--- src/iams_regs.svh ---
// Register offsets, reset values and timing counts of the acknowledge timing unit
`ifndef IAMS_REGS_SVH
`define IAMS_REGS_SVH
// Byte offsets on the Avalon-MM slave
`define IAMS_OFF_CTRL      8'h00
`define IAMS_OFF_STATUS    8'h04
`define IAMS_OFF_INSVC     8'h08
`define IAMS_OFF_WDOG      8'h0c
`define IAMS_OFF_MASK      8'h10
`define IAMS_OFF_WAIT      8'h14
`define IAMS_OFF_LAST      8'h18
// Reset values
`define IAMS_RST_MASK      16'hffff
`define IAMS_RST_WDOG      8'h00
// Timing counts, in clocks
`define IAMS_RESOLVE_CLK   8'd8
`define IAMS_HOLDOFF_CLK   8'd8
`define IAMS_VEC_FAST      8'd26
`define IAMS_VEC_PERI      8'd29
`define IAMS_VEC_SLOW      8'd37
`define IAMS_CS_FAST       8'd22
`define IAMS_BR_SLOW_ADD   8'd1
`define IAMS_VT_SLOW_ADD   8'd4
`define IAMS_ODD_SP_ADD    8'd4
`define IAMS_MS_A1         8'd24
`define IAMS_MS_A2_TOMEM   8'd25
`define IAMS_MS_A2_TOSFR   8'd26
`define IAMS_MS_B_BASE     8'd33
`define IAMS_MS_C_FAST     8'd49
`define IAMS_MS_C_SLOW     8'd53
`define IAMS_MS_ODD_ADD    8'd4
`define IAMS_MS_ZERO_ADD   8'd1
`define IAMS_MS_RING_ADD   8'd4
`define IAMS_MS_RING0_ADD  8'd7
`define IAMS_MS_CNT_NZ     8'd17
`define IAMS_MS_CNT_Z      8'd25
`endif

--- src/iams_pkg.sv ---
// Types of the acknowledge timing unit
package iams_pkg;
  typedef enum logic [1:0] {
    IAMS_MEM_FAST_ROM = 2'b00,
    IAMS_MEM_PERI_RAM = 2'b01,
    IAMS_MEM_FAST_RAM = 2'b10,
    IAMS_MEM_SLOW = 2'b11
  } iams_mem_t;
  typedef enum logic [1:0] {
    IAMS_MS_SIMPLE  = 2'b00,
    IAMS_MS_POINTER = 2'b01,
    IAMS_MS_PATTERN = 2'b10,
    IAMS_MS_COUNTER = 2'b11
  } iams_ms_t;
  typedef enum logic [2:0] {
    IAMS_IDLE     = 3'b000,
    IAMS_RESOLVE  = 3'b001,
    IAMS_WAIT_END = 3'b010,
    IAMS_ACK      = 3'b011,
    IAMS_MACRO    = 3'b100
  } iams_state_t;
  // Per-request descriptor presented with a request
  typedef struct packed {
    logic       nmi;
    logic       nmi_high;
    logic       macro;
    logic       ctx_switch;
    iams_mem_t  vec_mem;
    iams_mem_t  branch_mem;
    iams_mem_t  stack_mem;
    logic       sp_odd;
    iams_ms_t   ms_type;
    logic       ms_two_byte;
    logic       ms_to_sfr;
    iams_mem_t  ms_data_mem;
    logic       ms_odd_addr;
    logic       ms_count_zero;
    logic       ms_ring;
    logic       ms_ring_zero;
    logic [2:0] prio_lvl;
  } iams_req_t;
  // Stall figures: address-phase plus access-phase per byte
  typedef struct packed {
    logic [3:0] stack_addr;
    logic [3:0] stack_acc;
    logic [3:0] vec_addr;
    logic [3:0] vec_acc;
    logic [3:0] branch_stall;
    logic [3:0] data_addr;
    logic [3:0] data_acc;
  } iams_wait_t;
endpackage : iams_pkg

--- src/iams_ack_timer.sv ---
// Interrupt acknowledge and macro service timing unit with Avalon-MM registers
`timescale 1ns/10ps
`include "iams_regs.svh"

module iams_ack_timer #(
  parameter int NSRC = 16
) (
  // Clock and reset
  input  wire logic                      clk,
  input  wire logic                      resetn,
  // Avalon-MM slave
  input  wire logic [7:0]                avs_address,
  input  wire logic                      avs_read,
  input  wire logic                      avs_write,
  input  wire logic [31:0]               avs_writedata,
  input  wire logic [3:0]                avs_byteenable,
  output logic      [31:0]               avs_readdata,
  output logic                           avs_waitrequest,
  output logic      [1:0]                avs_response,
  // Request sources
  input  wire logic [NSRC-1:0]           src_req,
  input  wire iams_pkg::iams_req_t       req_info,
  input  wire iams_pkg::iams_wait_t      wait_info,
  // CPU sequencer
  input  wire logic                      insn_end,
  input  wire logic                      insn_holdoff,
  input  wire logic                      swi_trap,
  input  wire logic                      vectored_return_op,
  input  wire logic                      context_switch_return_op,
  input  wire logic                      wdog_dedicated_wr,
  input  wire logic [7:0]                wdog_dedicated_data,
  output logic                           ack_start,
  output logic                           ack_done,
  output logic                           busy,
  output logic      [7:0]                ack_latency
);

  iams_pkg::iams_state_t state_q, state_d;
  iams_pkg::iams_req_t   cur_q;
  logic [7:0]  cnt_q;
  logic [7:0]  hold_q;
  logic [7:0]  lat_q;
  logic [7:0]  isp_q;
  logic [7:0]  wdog_q;
  logic [15:0] mask_q;
  logic [31:0] rdata_q;
  logic        rvalid_q;
  logic        nmi_run_q;
  logic [2:0]  nmi_lvl_q;

  // Stall sums
  wire logic [7:0] n_stack  = 8'(wait_info.stack_addr) + 8'(wait_info.stack_acc);
  wire logic [7:0] m_vec    = 8'(wait_info.vec_addr) + 8'(wait_info.vec_acc);
  wire logic [7:0] n_data   = 8'(wait_info.data_addr) + 8'(wait_info.data_acc);
  wire logic [7:0] br_stall = 8'(wait_info.branch_stall);

  // Acknowledge latency
  wire logic       vt_slow  = req_info.vec_mem == iams_pkg::IAMS_MEM_SLOW;
  wire logic       br_slow  = req_info.branch_mem == iams_pkg::IAMS_MEM_SLOW;
  wire logic [7:0] vec_base =
      (req_info.stack_mem == iams_pkg::IAMS_MEM_SLOW) ? 8'(`IAMS_VEC_SLOW + 8'(n_stack << 2)) :
      (req_info.stack_mem == iams_pkg::IAMS_MEM_PERI_RAM) ? `IAMS_VEC_PERI :
      `IAMS_VEC_FAST;
  wire logic [7:0] odd_add  = (req_info.stack_mem == iams_pkg::IAMS_MEM_PERI_RAM &&
                               req_info.sp_odd) ? `IAMS_ODD_SP_ADD : 8'h00;
  wire logic [7:0] vec_lat  = 8'(vec_base + (vt_slow ? `IAMS_VT_SLOW_ADD : 8'h00)
                              + (br_slow ? `IAMS_BR_SLOW_ADD : 8'h00)
                              + (vt_slow ? 8'(m_vec << 1) : 8'h00)
                              + (br_slow ? br_stall : 8'h00) + odd_add);
  wire logic [7:0] cs_lat   = 8'(`IAMS_CS_FAST + (br_slow ? `IAMS_BR_SLOW_ADD : 8'h00)
                              + (vt_slow ? m_vec : 8'h00)
                              + (br_slow ? br_stall : 8'h00));

  // Macro service latency
  wire logic       d_slow   = req_info.ms_data_mem == iams_pkg::IAMS_MEM_SLOW;
  wire logic       d_fast   = req_info.ms_data_mem == iams_pkg::IAMS_MEM_FAST_RAM;
  wire logic [7:0] a_base   = !req_info.ms_two_byte ? `IAMS_MS_A1 :
                              req_info.ms_to_sfr ? `IAMS_MS_A2_TOSFR : `IAMS_MS_A2_TOMEM;
  wire logic [7:0] b_base   = 8'(`IAMS_MS_B_BASE + (req_info.ms_to_sfr ? 8'h01 : 8'h00)
                              + (d_fast ? 8'h00 : 8'h02));
  wire logic [7:0] c_base   = d_fast ? `IAMS_MS_C_FAST : `IAMS_MS_C_SLOW;
  wire logic [7:0] ring_add = !req_info.ms_ring ? 8'h00 :
                              8'(`IAMS_MS_RING_ADD +
                                 (req_info.ms_ring_zero ? `IAMS_MS_RING0_ADD : 8'h00));
  wire logic [7:0] ms_odd   = (req_info.ms_two_byte && req_info.ms_odd_addr &&
                               !d_slow) ? `IAMS_MS_ODD_ADD : 8'h00;
  wire logic [7:0] ms_slow  = !d_slow ? 8'h00 : req_info.ms_two_byte ?
                              8'(8'd4 + 8'(n_data << 1)) : n_data;
  wire logic [7:0] ms_zero  = req_info.ms_count_zero ? `IAMS_MS_ZERO_ADD : 8'h00;
  logic [7:0] ms_lat;
  always_comb begin
    case (req_info.ms_type)
      iams_pkg::IAMS_MS_SIMPLE:  ms_lat = 8'(a_base + ms_odd + ms_slow + ms_zero);
      iams_pkg::IAMS_MS_POINTER: ms_lat = 8'(b_base + ms_odd + ms_slow + ms_zero);
      iams_pkg::IAMS_MS_PATTERN: ms_lat = 8'(c_base + ring_add + ms_odd + ms_slow + ms_zero);
      default: ms_lat = req_info.ms_count_zero ? `IAMS_MS_CNT_Z : `IAMS_MS_CNT_NZ;
    endcase
  end

  // Acceptance gating
  wire logic [NSRC-1:0] live  = src_req & ~mask_q[NSRC-1:0];
  wire logic any_req  = req_info.nmi || req_info.macro || (|live);
  wire logic hold_on  = hold_q != 8'h00 || insn_holdoff;
  wire logic nmi_ok   = !nmi_run_q || req_info.nmi_high && req_info.prio_lvl > nmi_lvl_q;
  wire logic may_take = !hold_on && (req_info.macro ||
                        (req_info.nmi ? nmi_ok : |live));
  wire logic accept   = state_q == iams_pkg::IAMS_WAIT_END && insn_end && may_take;
  wire logic done_now = cnt_q == 8'h01 &&
                        (state_q == iams_pkg::IAMS_ACK || state_q == iams_pkg::IAMS_MACRO);

  always_comb begin
    state_d = state_q;
    case (state_q)
      iams_pkg::IAMS_IDLE:     if (any_req) state_d = iams_pkg::IAMS_RESOLVE;
      iams_pkg::IAMS_RESOLVE:  if (cnt_q == 8'h01) state_d = iams_pkg::IAMS_WAIT_END;
      iams_pkg::IAMS_WAIT_END: begin
        if (!any_req) state_d = iams_pkg::IAMS_IDLE;
        else if (accept) state_d = req_info.macro ? iams_pkg::IAMS_MACRO : iams_pkg::IAMS_ACK;
      end
      iams_pkg::IAMS_ACK,
      iams_pkg::IAMS_MACRO:    if (done_now) state_d = iams_pkg::IAMS_IDLE;
      default:                 state_d = iams_pkg::IAMS_IDLE;
    endcase
  end

  wire logic [7:0] take_lat = req_info.macro ? ms_lat :
                              req_info.ctx_switch ? cs_lat : vec_lat;

  always_ff @(posedge clk or negedge resetn) begin
    if (!resetn) begin
      state_q <= iams_pkg::IAMS_IDLE;
      cnt_q   <= 8'h00;
      cur_q   <= '0;
      lat_q   <= 8'h00;
    end else begin
      state_q <= state_d;
      if (state_q == iams_pkg::IAMS_IDLE && any_req) begin
        cnt_q <= `IAMS_RESOLVE_CLK;
      end else if (accept) begin
        cnt_q <= take_lat;
        cur_q <= req_info;
        lat_q <= take_lat;
      end else if (cnt_q != 8'h00) begin
        cnt_q <= cnt_q - 8'h01;
      end
    end
  end

  // Hold-off window after deferring instructions; traps are exempt
  always_ff @(posedge clk or negedge resetn) begin
    if (!resetn) begin
      hold_q <= 8'h00;
    end else if (insn_holdoff && !swi_trap) begin
      hold_q <= `IAMS_HOLDOFF_CLK;
    end else if (hold_q != 8'h00) begin
      hold_q <= hold_q - 8'h01;
    end
  end

  // In-service priority: one bit per level, set on acknowledge, cleared by returns
  wire logic vec_ack = done_now && state_q == iams_pkg::IAMS_ACK;
  wire logic [7:0] lvl_bit = 8'h01 << cur_q.prio_lvl;
  logic [7:0] isp_d;
  always_comb begin
    isp_d = isp_q;
    if (vectored_return_op || context_switch_return_op) begin
      isp_d = isp_q & (isp_q - 8'h01);
    end
    if (vec_ack) begin
      isp_d = isp_d | lvl_bit;
    end
  end

  always_ff @(posedge clk or negedge resetn) begin
    if (!resetn) begin
      isp_q     <= 8'h00;
      nmi_run_q <= 1'b0;
      nmi_lvl_q <= 3'h0;
    end else begin
      isp_q <= isp_d;
      if (vec_ack && cur_q.nmi) begin
        nmi_run_q <= 1'b1;
        nmi_lvl_q <= cur_q.prio_lvl;
      end else if (vectored_return_op) begin
        nmi_run_q <= 1'b0;
      end
    end
  end

  // Avalon-MM slave: one wait cycle on reads, writes take effect at once
  wire logic sel_mask = avs_address == `IAMS_OFF_MASK;
  wire logic wr_mask  = avs_write && sel_mask;
  wire logic mapped   = avs_address <= `IAMS_OFF_LAST && avs_address[1:0] == 2'b00;
  logic [31:0] rd_mux;
  always_comb begin
    case (avs_address)
      `IAMS_OFF_CTRL:   rd_mux = {24'h0, hold_q};
      `IAMS_OFF_STATUS: rd_mux = {16'h0, lat_q, 4'h0, nmi_run_q, state_q};
      `IAMS_OFF_INSVC:  rd_mux = {24'h0, isp_q};
      `IAMS_OFF_WDOG:   rd_mux = {24'h0, wdog_q};
      `IAMS_OFF_MASK:   rd_mux = {16'h0, mask_q};
      `IAMS_OFF_WAIT:   rd_mux = {24'h0, cnt_q};
      default:          rd_mux = 32'h0;
    endcase
  end

  always_ff @(posedge clk or negedge resetn) begin
    if (!resetn) begin
      mask_q   <= `IAMS_RST_MASK;
      wdog_q   <= `IAMS_RST_WDOG;
      rdata_q  <= 32'h0;
      rvalid_q <= 1'b0;
    end else begin
      if (wr_mask && avs_byteenable[0]) mask_q[7:0] <= avs_writedata[7:0];
      if (wr_mask && avs_byteenable[1]) mask_q[15:8] <= avs_writedata[15:8];
      // Bus writes to the watchdog mode and in-service registers are dropped
      if (wdog_dedicated_wr) wdog_q <= wdog_dedicated_data;
      rvalid_q <= avs_read && !rvalid_q;
      rdata_q  <= rd_mux;
    end
  end

  assign avs_waitrequest = avs_read && !rvalid_q;
  assign avs_readdata    = rdata_q;
  assign avs_response    = mapped ? 2'b00 : 2'b10;
  assign ack_start       = accept;
  assign ack_done        = done_now;
  assign busy            = state_q == iams_pkg::IAMS_ACK || state_q == iams_pkg::IAMS_MACRO;
  assign ack_latency     = lat_q;

endmodule : iams_ack_timer

--- config.mk ---
export PLATFORM = sky130hd
export DESIGN_NAME = iams_ack_timer
export DESIGN_NICKNAME = d
export VERILOG_FILES = /design/src/iams_pkg.sv /design/src/iams_ack_timer.sv
export VERILOG_INCLUDE_DIRS = /design/src
export SDC_FILE = /design/constraint.sdc
export NUM_CORES = 1
export LEC_CHECK = 0
export ABC_AREA = 1
export BUFFER_PORTS_ARGS = -buffer_cell sky130_fd_sc_hd__clkbuf_2
export CAP_MARGIN = 0
export CORE_MARGIN = 4
export CORE_UTILIZATION = 30
export DETAILED_ROUTE_END_ITERATION = 8
export PLACE_DENSITY_LB_ADDON = 0.12
export SLEW_MARGIN = 10
export SYNTH_ARGS = -nofsm -noshare
export SYNTH_HDL_FRONTEND = slang
export SYNTH_SLANG_ARGS = --single-unit
--- constraint.sdc ---
create_clock -name clk -period 4.7 [get_ports clk]
set_input_delay 1.41 -clock clk [delete_from_list [all_inputs] [get_ports clk]]
set_output_delay 1.41 -clock clk [all_outputs]
set_load 0.05 [all_outputs]
==> results of run 1 <==
cell usage in the layout (no fill, tap or decap), types with 5 or more instances in the layout:
cell                        count
sky130_fd_sc_hd__o21ai_2       11
sky130_fd_sc_hd__dfstp_2       16
sky130_fd_sc_hd__nand2_2        8
sky130_fd_sc_hd__inv_2          9
sky130_fd_sc_hd__dfrtp_1       68
sky130_fd_sc_hd__inv_1        153
sky130_fd_sc_hd__nand3_1       60
sky130_fd_sc_hd__a21oi_2        6
sky130_fd_sc_hd__fa_1          14
sky130_fd_sc_hd__clkbuf_16      9
sky130_fd_sc_hd__o22ai_1       14
sky130_fd_sc_hd__nand2_4        5
sky130_fd_sc_hd__buf_4         48
sky130_fd_sc_hd__xor2_1         9
sky130_fd_sc_hd__nor2_1        66
sky130_fd_sc_hd__nand4_1        5
sky130_fd_sc_hd__a21oi_1       42
sky130_fd_sc_hd__nand3_2        9
sky130_fd_sc_hd__ha_4           8
sky130_fd_sc_hd__mux2_2         6
sky130_fd_sc_hd__clkbuf_2     139
sky130_fd_sc_hd__o21ai_0       53
sky130_fd_sc_hd__nor3_1        13
sky130_fd_sc_hd__o21ai_1        5
sky130_fd_sc_hd__a221oi_1       6
sky130_fd_sc_hd__ha_1          60
sky130_fd_sc_hd__conb_1        17
sky130_fd_sc_hd__nand2_1      142
cell families after synthesis:
logic type	count (synthesis)
and+or+nand+nor	325
buffers and inverters	191
AOI/OAI and AO/OA	166
adders and majority gates	86
DFF	84
xor gates and xnor gates	15
muxes	6
other	1
what timing repair did:
action | in CTS | in global routing
gates resized for setup | 3 | 27
endpoints found under the hold margin | 0 | 0
setup endpoints to repair | 2 | 8
pin swaps | 2 | 10
cell usage after synthesis (all sizes together):
cell       n
inv      164
nand2    155
nor2      70
nand3     69
o21ai     69
dfrtp     68
ha        68
a21oi     48
buf       20
fa        18
dfstp     16
o22ai     15
nor3      14
xor2      11
clkbuf     7
a221oi     6
mux2       6
nand4      5
o211ai     5
a211oi     4
o221ai     4
or2        4
xnor2      4
a21o       3
and2       3
nand3b     3
o31ai      3
nor4       2
a211o      1
a21boi     1
a22o       1
a311o      1
a31oi      1
conb       1
o2111ai    1
o21a       1
o21bai     1
o41ai      1
cell type report:
type	instances	area share
Multi-Input combinational cell	615	0.480
Sequential cell	84	0.245
Timing Repair Buffer	187	0.122
Inverter	164	0.0723
Tap cell	285	0.0412
Clock buffer	11	0.0269
Clock inverter	5	0.0116
state kept, by name, indices dropped and copies added, names as in the netlist, 3 cells and up:
signal,flops
wdog_q,8
ack_latency,8
nmi_lvl_q,3
isp_q,8
avs_readdata,16
mask_q,16
hold_q,8
state_q,3
cur_q,4
cnt_q,8
stage by stage:
| step | area (um2) | util | hold WS [ns] |
|---|---|---|---|
| detailed placement | 8150 | 0.361 | 0.397 |
| finish | 8650 | 0.383 | 0.404 |
| floorplan | 6930 | - | 0.453 |
| CTS | 8490 | 0.376 | 0.407 |
| global route | 8650 | 0.383 | 0.432 |
| global placement | 8150 | 0.361 | 0.396 |
worst paths after layout:
kind	from	to	slack, ns
setup / recovery	wait_info[20]	cnt_q[7]	0.13
hold / removal	rvalid_q	rvalid_q	0.40
setup reg to reg	hold_q[0]	cnt_q[0]	2.25
hold reg to reg	rvalid_q	rvalid_q	0.40
max in group asynchronous	resetn	mask_q[4]	2.65
min in group asynchronous	resetn	wdog_q[1]	1.22
critical path, delay by kind of cell:
kind / cells / cell delay (ns)
AOI/OAI and AO/OA: 2 / 0.21
adders and majority gates: 8 / 2.32
and+or+nand+nor: 7 / 0.64
buffers and inverters: 3 / 0.24
where the power goes:
part	leakage, nW	total [mW]	internal, mW	switching, mW
combinational	3.43	1.22	0.454	0.770
clock	0.163	0.805	0.518	0.287
sequential	1.04	0.947	0.838	0.109
total	4.63	2.98	1.81	1.17
metal layers:
metal / wire length [um] / global-route usage
met2: 8940 / 0.245
met4: 93 / 0.0237
met3: 845 / 0.0313
met5: 0 / 0
met1: 9290 / 0.210
==> results.yml, run 1 <==
floorplan:
  fp.dieH_um: 159
  floorplan.rows: 55
  floorplan.die_area_um2: 25300
  fp.dieW_um: 159
  ioPinCount: 176
  placeableCoreArea_um2: 22600
  floorplan.initialDensity: 0.303
synthesis:
  post_synth_num_cell_types: 57
  synth_compound_area_frac: 0.149
  synthesis.instances: 874
  yosys.area_share.simple: 0.215
  synthTopCellsByArea: "sky130_fd_sc_hd__dfrtp_1 25%, sky130_fd_sc_hd__ha_1 12%, sky130_fd_sc_hd__inv_1 8.5%"
  yosys_register_bits: 84
  seq_total_area_yosys: 0.310
  synth_top_cell_by_area: "sky130_fd_sc_hd__dfrtp_1"
  synth_top_area_share: 0.248
  synthAdderAreaFrac: 0.177
  main_combinational_cell_family_by_area_after_synthesis: "simple AND/OR/NAND/NOR gates"
  synth-xor-area-share: 0.0192
  muxShareOfSynthArea: 0.00986
  syn-cell-area_um2: 6850
  avgSynthCellArea_um2: 7.84
  synth_warnings: 0
timing:
  skew_ns: 0.00801
  worstMarginPinSlew_ns: 0.960
  maxSlewHeadroom: 0.360
  timing.final.crit_period_ns: 4.57
  final_min_period_over_clock_period: 0.973
  max_fclk_mhz: 219
  layout_setup_ws_ns: 0.129
  timing.setup.tns_ns: 0
  final_max_slew_viol_count: 0
  timing.final.setup_violations: 0
  timing_hold_violations_final: 0
setup_path:
  critPathLaunchType: "primary input"
  cp-end-kind: "flip-flop"
  worst-r2r-cell-count: 13
  max_fanout_on_critical_path: 2
  criticalPathCategory: "primary input to flip-flop"
  timing.critical_path.cells: "clkbuf_2 > ha_4 > fa_2 > ha_1 > nor2_2 > fa_1 > inv_1 > ha_4 > ha_4 > ha_4 > inv_2 > fa_2 > nor2_4 > o21ai_1 > and2_4 > nand3_2 > nand3_2 > nand2_2 > nand2_4 > a21oi_2"
  worst_path_max_delay_cell: "sky130_fd_sc_hd__fa_2"
  cpMostUsedCell: "sky130_fd_sc_hd__ha_4"
  critPathRequiredTime_ns: 4.97
  crit_path_max_incr_delay_ns: 0.55
  cp.arrival_ns: 4.84
place:
  dp.cells: 1335
  post-place-ws_ns: -0.434
  gp_congestion: 0.798
  port-buffer-count: 140
  placed_wire_length_estimate_um: 15900
pwr:
  fin_total_pwr_mw: 2.98
  vdd_ir_drop_max_mv: 0.182
  leakagePower_nw: 4.63
  power_per_cell_area_nw_per_um2: 344
cts:
  tritoncts: "done"
  clkLatencyLatePin_ns: 0.34
  clk_path_buf_depth: 2
  post_cts_buffers: 0
  root_buf_cell: "sky130_fd_sc_hd__clkbuf_16"
  htree_num_levels: 3
  clk_transition_reported_paths_ns: 0.06
  clock_sink_count: 84
  number_of_clock_buffers_inserted_by_tritoncts: 9
  cts_hold_repair.buffers: 0
drt:
  detailedRoute.firstIterationViolations: 342
  average_wire_per_cell_in_the_routed_design_um: 14.2
  drcViolationCount: 0
  totalWireLength_um: 19200
  route.detailed.vias_per_inst: 4.55
  via_count: 6147
  final_antenna_net_count: 0
  first_pass_iters: 4
global_routing:
  globalRouteOverflowTotal: 0
  via_count_of_the_first_global_routing_pass: 6049
  largest_net_degree_at_the_start_of_global_routing: 75
  antenna_found_initial: 0
  total_track_usage: 0.150
  grt_first_pass_wirelength_um: 31200
final_layout:
  storage_cell_area_um2: 2120
  area_occupied_by_multi_input_gates_um2: 4150
  syn2layout_area_growth_pct: 26.3
  final_layout_size_suffix_gt1_frac: 0.281
  fin_cells: 1351
  insertedDiodeCount: 0
  n_fill_cell: 2378
  finalNetCount: 1277
flow_run:
  maxCapViolations: 0
worst_hold_path:
  hold-path-cell-count: 1
  hp-class: "flip-flop to flip-flop"
status:
  run_status: "completed"
No activity file was read; power rests on OpenSTA's default activity.
==> run 2: changes to the inputs <==
Settings changed: ABC_AREA 1 to unset.
==> results.yml, run 2 <==
drt:
  detailedRoute.firstIterationViolations: 281
  via_count: 5826
  first_pass_iters: 5
  drcViolationCount: 0
  totalWireLength_um: 19100
  average_wire_per_cell_in_the_routed_design_um: 15.5
  route.detailed.vias_per_inst: 4.74
  final_antenna_net_count: 0
cts:
  htree_num_levels: 3
  root_buf_cell: "sky130_fd_sc_hd__clkbuf_16"
  clk_path_buf_depth: 2
  number_of_clock_buffers_inserted_by_tritoncts: 9
  clock_sink_count: 84
  tritoncts: "done"
  cts_hold_repair.buffers: 0
  clkLatencyLatePin_ns: 0.34
  clk_transition_reported_paths_ns: 0.06
status:
  run_status: "finished with violations"
  violations: "setup timing"
timing:
  timing.setup.tns_ns: -0.524
  maxSlewHeadroom: 0.338
  final_min_period_over_clock_period: 1.06
  hold-worst-slack_ns: 0.410
  layout_setup_ws_ns: -0.263
  final_max_slew_viol_count: 0
  timing.final.setup_violations: 2
  rsz_0062_raised_after_global_routing: "true"
  timing.final.crit_period_ns: 4.96
  skew_ns: 0.00753
  timing_hold_violations_final: 0
  max_fclk_mhz: 202
  worstMarginPinSlew_ns: 0.991
floorplan:
  fp.dieW_um: 158
  floorplan.die_area_um2: 25000
  placeableCoreArea_um2: 22000
  fp.dieH_um: 158
  floorplan.initialDensity: 0.308
  floorplan.rows: 54
  ioPinCount: 176
synthesis:
  synthesis.instances: 714
  synth_warnings: 0
  post_synth_num_cell_types: 71
  yosys.area_share.simple: 0.173
  synth_compound_area_frac: 0.163
  post_synth_most_frequent_cells: "68 x sky130_fd_sc_hd__dfrtp_1, 68 x sky130_fd_sc_hd__ha_1, 59 x sky130_fd_sc_hd__inv_1, 59 x sky130_fd_sc_hd__nand2_1, 38 x sky130_fd_sc_hd__nor2_1"
  yosys_register_bits: 84
  synth_enable_flop_cells: 0
  asyncSetResetFlopFracSynth: 1.00
  seq_total_area_yosys: 0.314
  syn-cell-area_um2: 6750
  main_combinational_cell_family_by_area_after_synthesis: "adder cells"
  synth_flop_cell: "sky130_fd_sc_hd__dfrtp_1"
  synth_top_area_share: 0.252
  synth_top_cell_by_area: "sky130_fd_sc_hd__dfrtp_1"
  synthTopCellsByArea: "sky130_fd_sc_hd__dfrtp_1 25%, sky130_fd_sc_hd__ha_1 13%, sky130_fd_sc_hd__dfstp_2 6.2%"
  muxShareOfSynthArea: 0.0634
  synthAdderAreaFrac: 0.179
  synth-xor-area-share: 0.0402
  avgSynthCellArea_um2: 9.46
final_layout:
  storage_cell_area_um2: 2120
  layout_commonest_cell: "sky130_fd_sc_hd__clkbuf_2"
  area_occupied_by_multi_input_gates_um2: 4670
  final_layout_size_suffix_gt1_frac: 0.390
  insertedDiodeCount: 0
  layout_common_cells: "137 x sky130_fd_sc_hd__clkbuf_2, 96 x sky130_fd_sc_hd__buf_4, 68 x sky130_fd_sc_hd__dfrtp_1"
  finish.utilization: 0.416
  design_area_um2: 9130
  n_fill_cell: 2175
  syn2layout_area_growth_pct: 35.2
  finalNetCount: 1159
  fin_cells: 1228
worst_hold_path:
  hold-path-cell-count: 1
  hp-class: "flip-flop to flip-flop"
global_routing:
  gr-usage-met2: 0.266
  largest_net_degree_at_the_start_of_global_routing: 34
  gr-usage-met1: 0.199
  grt_most_used_layer: "met2"
  antenna_found_initial: 0
  grt_use_met3: 0.0200
  total_track_usage: 0.151
  via_count_of_the_first_global_routing_pass: 5954
  grt_first_pass_wirelength_um: 30200
  globalRouteOverflowTotal: 0
pwr:
  netSwitchingFraction: 0.391
  power.net_switching_mw: 1.16
  power_per_cell_area_nw_per_um2: 326
  power.share.clock: 0.231
  internal_power_mw: 1.81
  leakagePower_nw: 4.58
  fin_total_pwr_mw: 2.97
  sequentialPowerShare: 0.339
  combinationalPowerShare: 0.430
  vdd_ir_drop_max_mv: 0.155
setup_path:
  max_fanout_on_critical_path: 2
  cp-end-kind: "flip-flop"
  critPathLaunchType: "primary input"
  cp.arrival_ns: 5.19
  worstSetupStartpoint: "wait_info[20]"
  worst-r2r-cell-count: 7
  critPathRequiredTime_ns: 4.92
  r2r_setup_slack_ns: 1.95
  critPathCapture: "ack_latency[7]"
  criticalPathCategory: "primary input to flip-flop"
  critical_path.reg2reg.endpoint: "cnt_q[3]"
  regToRegStartpoint: "hold_q[3]"
flow_run:
  maxCapViolations: 0
place:
  dp.cells: 1204
  placed_cell_area_um2: 8410
  port-buffer-count: 140
  placed_wire_length_estimate_um: 15600
  gp_congestion: 0.784
  post-place-ws_ns: -0.755
## run 2: cell types whose count changed in the layout (fill, tap and decap cells not counted), sizes merged, moves of 18 or more
cell	delta
a22oi	+18
o21ai	-43
mux2	+24
nand3	-50
buf	+53
nor2	-32
nand2b	+26
inv	-105
nand2	-96
## run 2: what timing repair did
| item | CTS | global route |
|---|---|---|
| endpoints found under the setup margin | 8 | 9 |
| cloned | 0 | 0 |
| pin swaps | 6 | 45 |
| buffers inserted | 1 | 7 |
| resized for setup | 10 | 50 |
## run 2: kinds of logic after synthesis
group	after synthesis
simple gates	216
buf+inv	98
fa+ha+maj	86
other cells	1
mux	39
compound gates	159
flops	84
xor+xnor	31
## run 2: how the worst min path moves through the flow
stage              start   endpoint  slack (ns)
5_1_grt         rvalid_q   rvalid_q        0.45
2_1_floorplan  cur_q[23]  cur_q[23]        0.44
4_1_cts         rvalid_q   rvalid_q        0.41
3_5_place_dp    rvalid_q   rvalid_q        0.41
6_report        rvalid_q   rvalid_q        0.41
3_3_place_gp    rvalid_q   rvalid_q        0.39
## run 2: layer usage
| metal | vias up | routed length, um |
|---|---|---|
| li1 | 2976 | - |
| met1 | 2726 | 8780 |
| met2 | 113 | 9390 |
| met3 | 11 | 739 |
| met4 | 0 | 157 |
| met5 | - | 0 |
## run 2: power by group through the flow
stage / clock, mW / combinational (mW) / sequential [mW]
floorplan: 0 / 0.779 / 1.03
global placement: 0 / 1.17 / 1.02
detailed placement: 0 / 1.17 / 1.02
CTS: 0.709 / 1.19 / 1.01
global route: 0.740 / 1.44 / 1.03
finish: 0.687 / 1.28 / 1.01
## run 2: worst max-delay path, cell delays in order
cell	delay (ns)
sky130_fd_sc_hd__buf_6	0.10
sky130_fd_sc_hd__ha_4	0.15
sky130_fd_sc_hd__fa_2	0.47
sky130_fd_sc_hd__ha_4	0.30
sky130_fd_sc_hd__nor2_4	0.03
sky130_fd_sc_hd__fa_1	0.49
sky130_fd_sc_hd__inv_2	0.05
sky130_fd_sc_hd__ha_4	0.22
sky130_fd_sc_hd__ha_4	0.27
sky130_fd_sc_hd__ha_4	0.12
sky130_fd_sc_hd__inv_2	0.03
sky130_fd_sc_hd__fa_2	0.36
sky130_fd_sc_hd__nor2b_2	0.13
sky130_fd_sc_hd__o21ai_2	0.07
sky130_fd_sc_hd__a21oi_2	0.22
sky130_fd_sc_hd__o21a_1	0.15
sky130_fd_sc_hd__o41ai_2	0.06
sky130_fd_sc_hd__a211o_1	0.30
sky130_fd_sc_hd__mux2_4	0.25
## run 2: layout make-up
| type | instances | area share |
|---|---|---|
| sequential | 84 | 0.232 |
| timing repair buffer | 238 | 0.160 |
| clock inverter | 5 | 0.00397 |
| clock buffer | 11 | 0.0277 |
| multi-input combinational | 548 | 0.512 |
| tap | 280 | 0.0384 |
| inverter | 62 | 0.0255 |
==> run 3: changes to the inputs <==
Settings changed: CELL_PAD_IN_SITES_DETAIL_PLACEMENT set to 0, CELL_PAD_IN_SITES_GLOBAL_PLACEMENT set to 1, PLACE_DENSITY_LB_ADDON 0.12 to 0.1.
==> results.yml, run 3 (same netlist as run 2, synthesis figures left out) <==
drt:
  drcViolationCount: 0
  amount_of_wire_on_met3_after_detailed_routing_um: 764
  route.detailed.vias_per_inst: 4.88
  via_count: 5985
  average_wire_per_cell_in_the_routed_design_um: 15.7
  totalWireLength_um: 19300
  final_antenna_net_count: 0
  uppermost_signal_routing_layer_after_detailed_routing: "met4"
  first_pass_iters: 4
  detailedRoute.firstIterationViolations: 218
  drt-met1-wl_um: 8130
  wl_met2_um: 9980
final_layout:
  finish.utilization: 0.415
  final_layout_size_suffix_gt1_frac: 0.385
  design_area_um2: 9110
  layout_common_cells: "137 x sky130_fd_sc_hd__clkbuf_2, 97 x sky130_fd_sc_hd__buf_4, 68 x sky130_fd_sc_hd__dfrtp_1"
  syn2layout_area_growth_pct: 35.0
  insertedDiodeCount: 0
  layout_commonest_cell: "sky130_fd_sc_hd__clkbuf_2"
  finalNetCount: 1158
timing:
  layout_setup_ws_ns: -0.231
  timing.final.setup_violations: 2
  final_max_slew_viol_count: 0
  worstMarginPinSlew_ns: 1.08
  max_fclk_mhz: 203
  maxSlewHeadroom: 0.283
  rsz_0062_raised_after_global_routing: "true"
  timing_hold_violations_final: 0
  final_min_period_over_clock_period: 1.05
  skew_ns: 0.00811
  timing.setup.tns_ns: -0.447
  timing.final.crit_period_ns: 4.93
setup_path:
  critPathLaunchType: "primary input"
  cp-end-kind: "flip-flop"
  worstSetupStartpoint: "wait_info[20]"
  critical_path.reg2reg.endpoint: "cnt_q[1]"
  max_fanout_on_critical_path: 2
  critPathRequiredTime_ns: 4.98
  regToRegStartpoint: "hold_q[3]"
  criticalPathCategory: "primary input to flip-flop"
  r2r_setup_slack_ns: 1.94
  critPathCapture: "ack_latency[7]"
  cp.arrival_ns: 5.21
  worst-r2r-cell-count: 8
pwr:
  leakagePower_nw: 4.57
  vdd_ir_drop_max_mv: 0.165
  power_per_cell_area_nw_per_um2: 328
  fin_total_pwr_mw: 2.99
floorplan:
  placeableCoreArea_um2: 22000
  ioPinCount: 176
  fp.dieW_um: 158
  floorplan.die_area_um2: 25000
  fp.dieH_um: 158
  floorplan.initialDensity: 0.308
  floorplan.rows: 54
global_routing:
  grt_first_pass_wirelength_um: 31100
  largest_net_degree_at_the_start_of_global_routing: 85
  antenna_found_initial: 0
  globalRouteOverflowTotal: 0
  via_count_of_the_first_global_routing_pass: 6311
  total_track_usage: 0.155
cts:
  root_buf_cell: "sky130_fd_sc_hd__clkbuf_16"
  cts_hold_repair.buffers: 0
  clock_sink_count: 84
  clkLatencyLatePin_ns: 0.34
  tritoncts: "done"
  htree_num_levels: 3
  clk_transition_reported_paths_ns: 0.06
  clk_path_buf_depth: 2
  number_of_clock_buffers_inserted_by_tritoncts: 9
status:
  run_status: "finished with violations"
  violations: "setup timing"
place:
  placed_wire_length_estimate_um: 16200
  port-buffer-count: 140
  gp_congestion: 0.824
  placed_cell_area_um2: 8420
worst_hold_path:
  hp-class: "flip-flop to flip-flop"
flow_run:
  maxCapViolations: 0
## run 3: changes by cell type in the layout (fill, tap and decap cells not counted), moves of 2 or more
cell                         previous run  this run
sky130_fd_sc_hd__clkinvlp_4             3         0
sky130_fd_sc_hd__o21ai_2                2         4
sky130_fd_sc_hd__clkbuf_8               2         0
sky130_fd_sc_hd__inv_2                  4         2
sky130_fd_sc_hd__buf_6                  5         2
sky130_fd_sc_hd__inv_1                 55        57
sky130_fd_sc_hd__o21ai_1                5         3
sky130_fd_sc_hd__clkinv_4               1         3
## run 3: layer usage
metal | GRT usage | up-vias
met2 | 0.281 | 121
met4 | 0.0483 | 0
met1 | 0.189 | 2863
li1 | - | 2974
met5 | 0 | -
met3 | 0.0227 | 27
## run 3: layout make-up
class / instances / area (um2)
well taps: 280 / 350
flip-flops and latches: 84 / 2120
clock inverters: 7 / 75.1
multi-input cells: 548 / 4660
fillers: 2214 / 12800
clock buffers: 9 / 225
repair buffers: 237 / 1450
inverters: 62 / 233
## run 3: power by group
part | total, mW | switching [mW] | internal (mW)
clock network | 0.710 | 0.295 | 0.414
registers | 1.01 | 0.165 | 0.843
logic | 1.27 | 0.699 | 0.575
total | 2.99 | 1.16 | 1.83
## run 3: metrics by stage
stage / setup slack (ns) / std cells / hold slack [ns]
6_report: -0.231 / 1227 / 0.409
5_1_grt: -0.337 / 1227 / 0.450
4_1_cts: -0.301 / 1222 / 0.416
3_5_place_dp: -0.813 / 1205 / 0.407
3_3_place_gp: -0.758 / 1205 / 0.402
2_1_floorplan: -0.482 / 730 / 0.439
## run 3: worst max-delay path, stage by stage
cell,delay (ns)
sky130_fd_sc_hd__buf_8,0.10
sky130_fd_sc_hd__ha_4,0.15
sky130_fd_sc_hd__fa_2,0.45
sky130_fd_sc_hd__ha_4,0.29
sky130_fd_sc_hd__nor2_4,0.03
sky130_fd_sc_hd__fa_1,0.55
sky130_fd_sc_hd__inv_2,0.05
sky130_fd_sc_hd__ha_4,0.21
sky130_fd_sc_hd__ha_4,0.27
sky130_fd_sc_hd__ha_4,0.13
sky130_fd_sc_hd__inv_2,0.03
sky130_fd_sc_hd__fa_2,0.32
sky130_fd_sc_hd__nor2b_1,0.14
sky130_fd_sc_hd__o21ai_2,0.08
sky130_fd_sc_hd__and3_4,0.15
sky130_fd_sc_hd__o21a_1,0.19
sky130_fd_sc_hd__o41ai_2,0.33
sky130_fd_sc_hd__a211o_1,0.17
sky130_fd_sc_hd__mux2_4,0.14
## run 3: what timing repair did
item                       in CTS  in global routing
setup endpoints to repair       8                 10
gates cloned                    0                  0
setup buffers                   1                  5
resized for setup              14                 41
pin swaps                      16                 32
## run 3: worst min path at each step
stage | startpoint | end | slack (ns) | cells after the start
floorplan | cur_q[23] | cur_q[23] | 0.44 | 2
global placement | rvalid_q | rvalid_q | 0.40 | 1
detailed placement | rvalid_q | rvalid_q | 0.41 | 1
global route | rvalid_q | rvalid_q | 0.45 | 1
finish | rvalid_q | rvalid_q | 0.41 | 1
CTS | rvalid_q | rvalid_q | 0.42 | 1
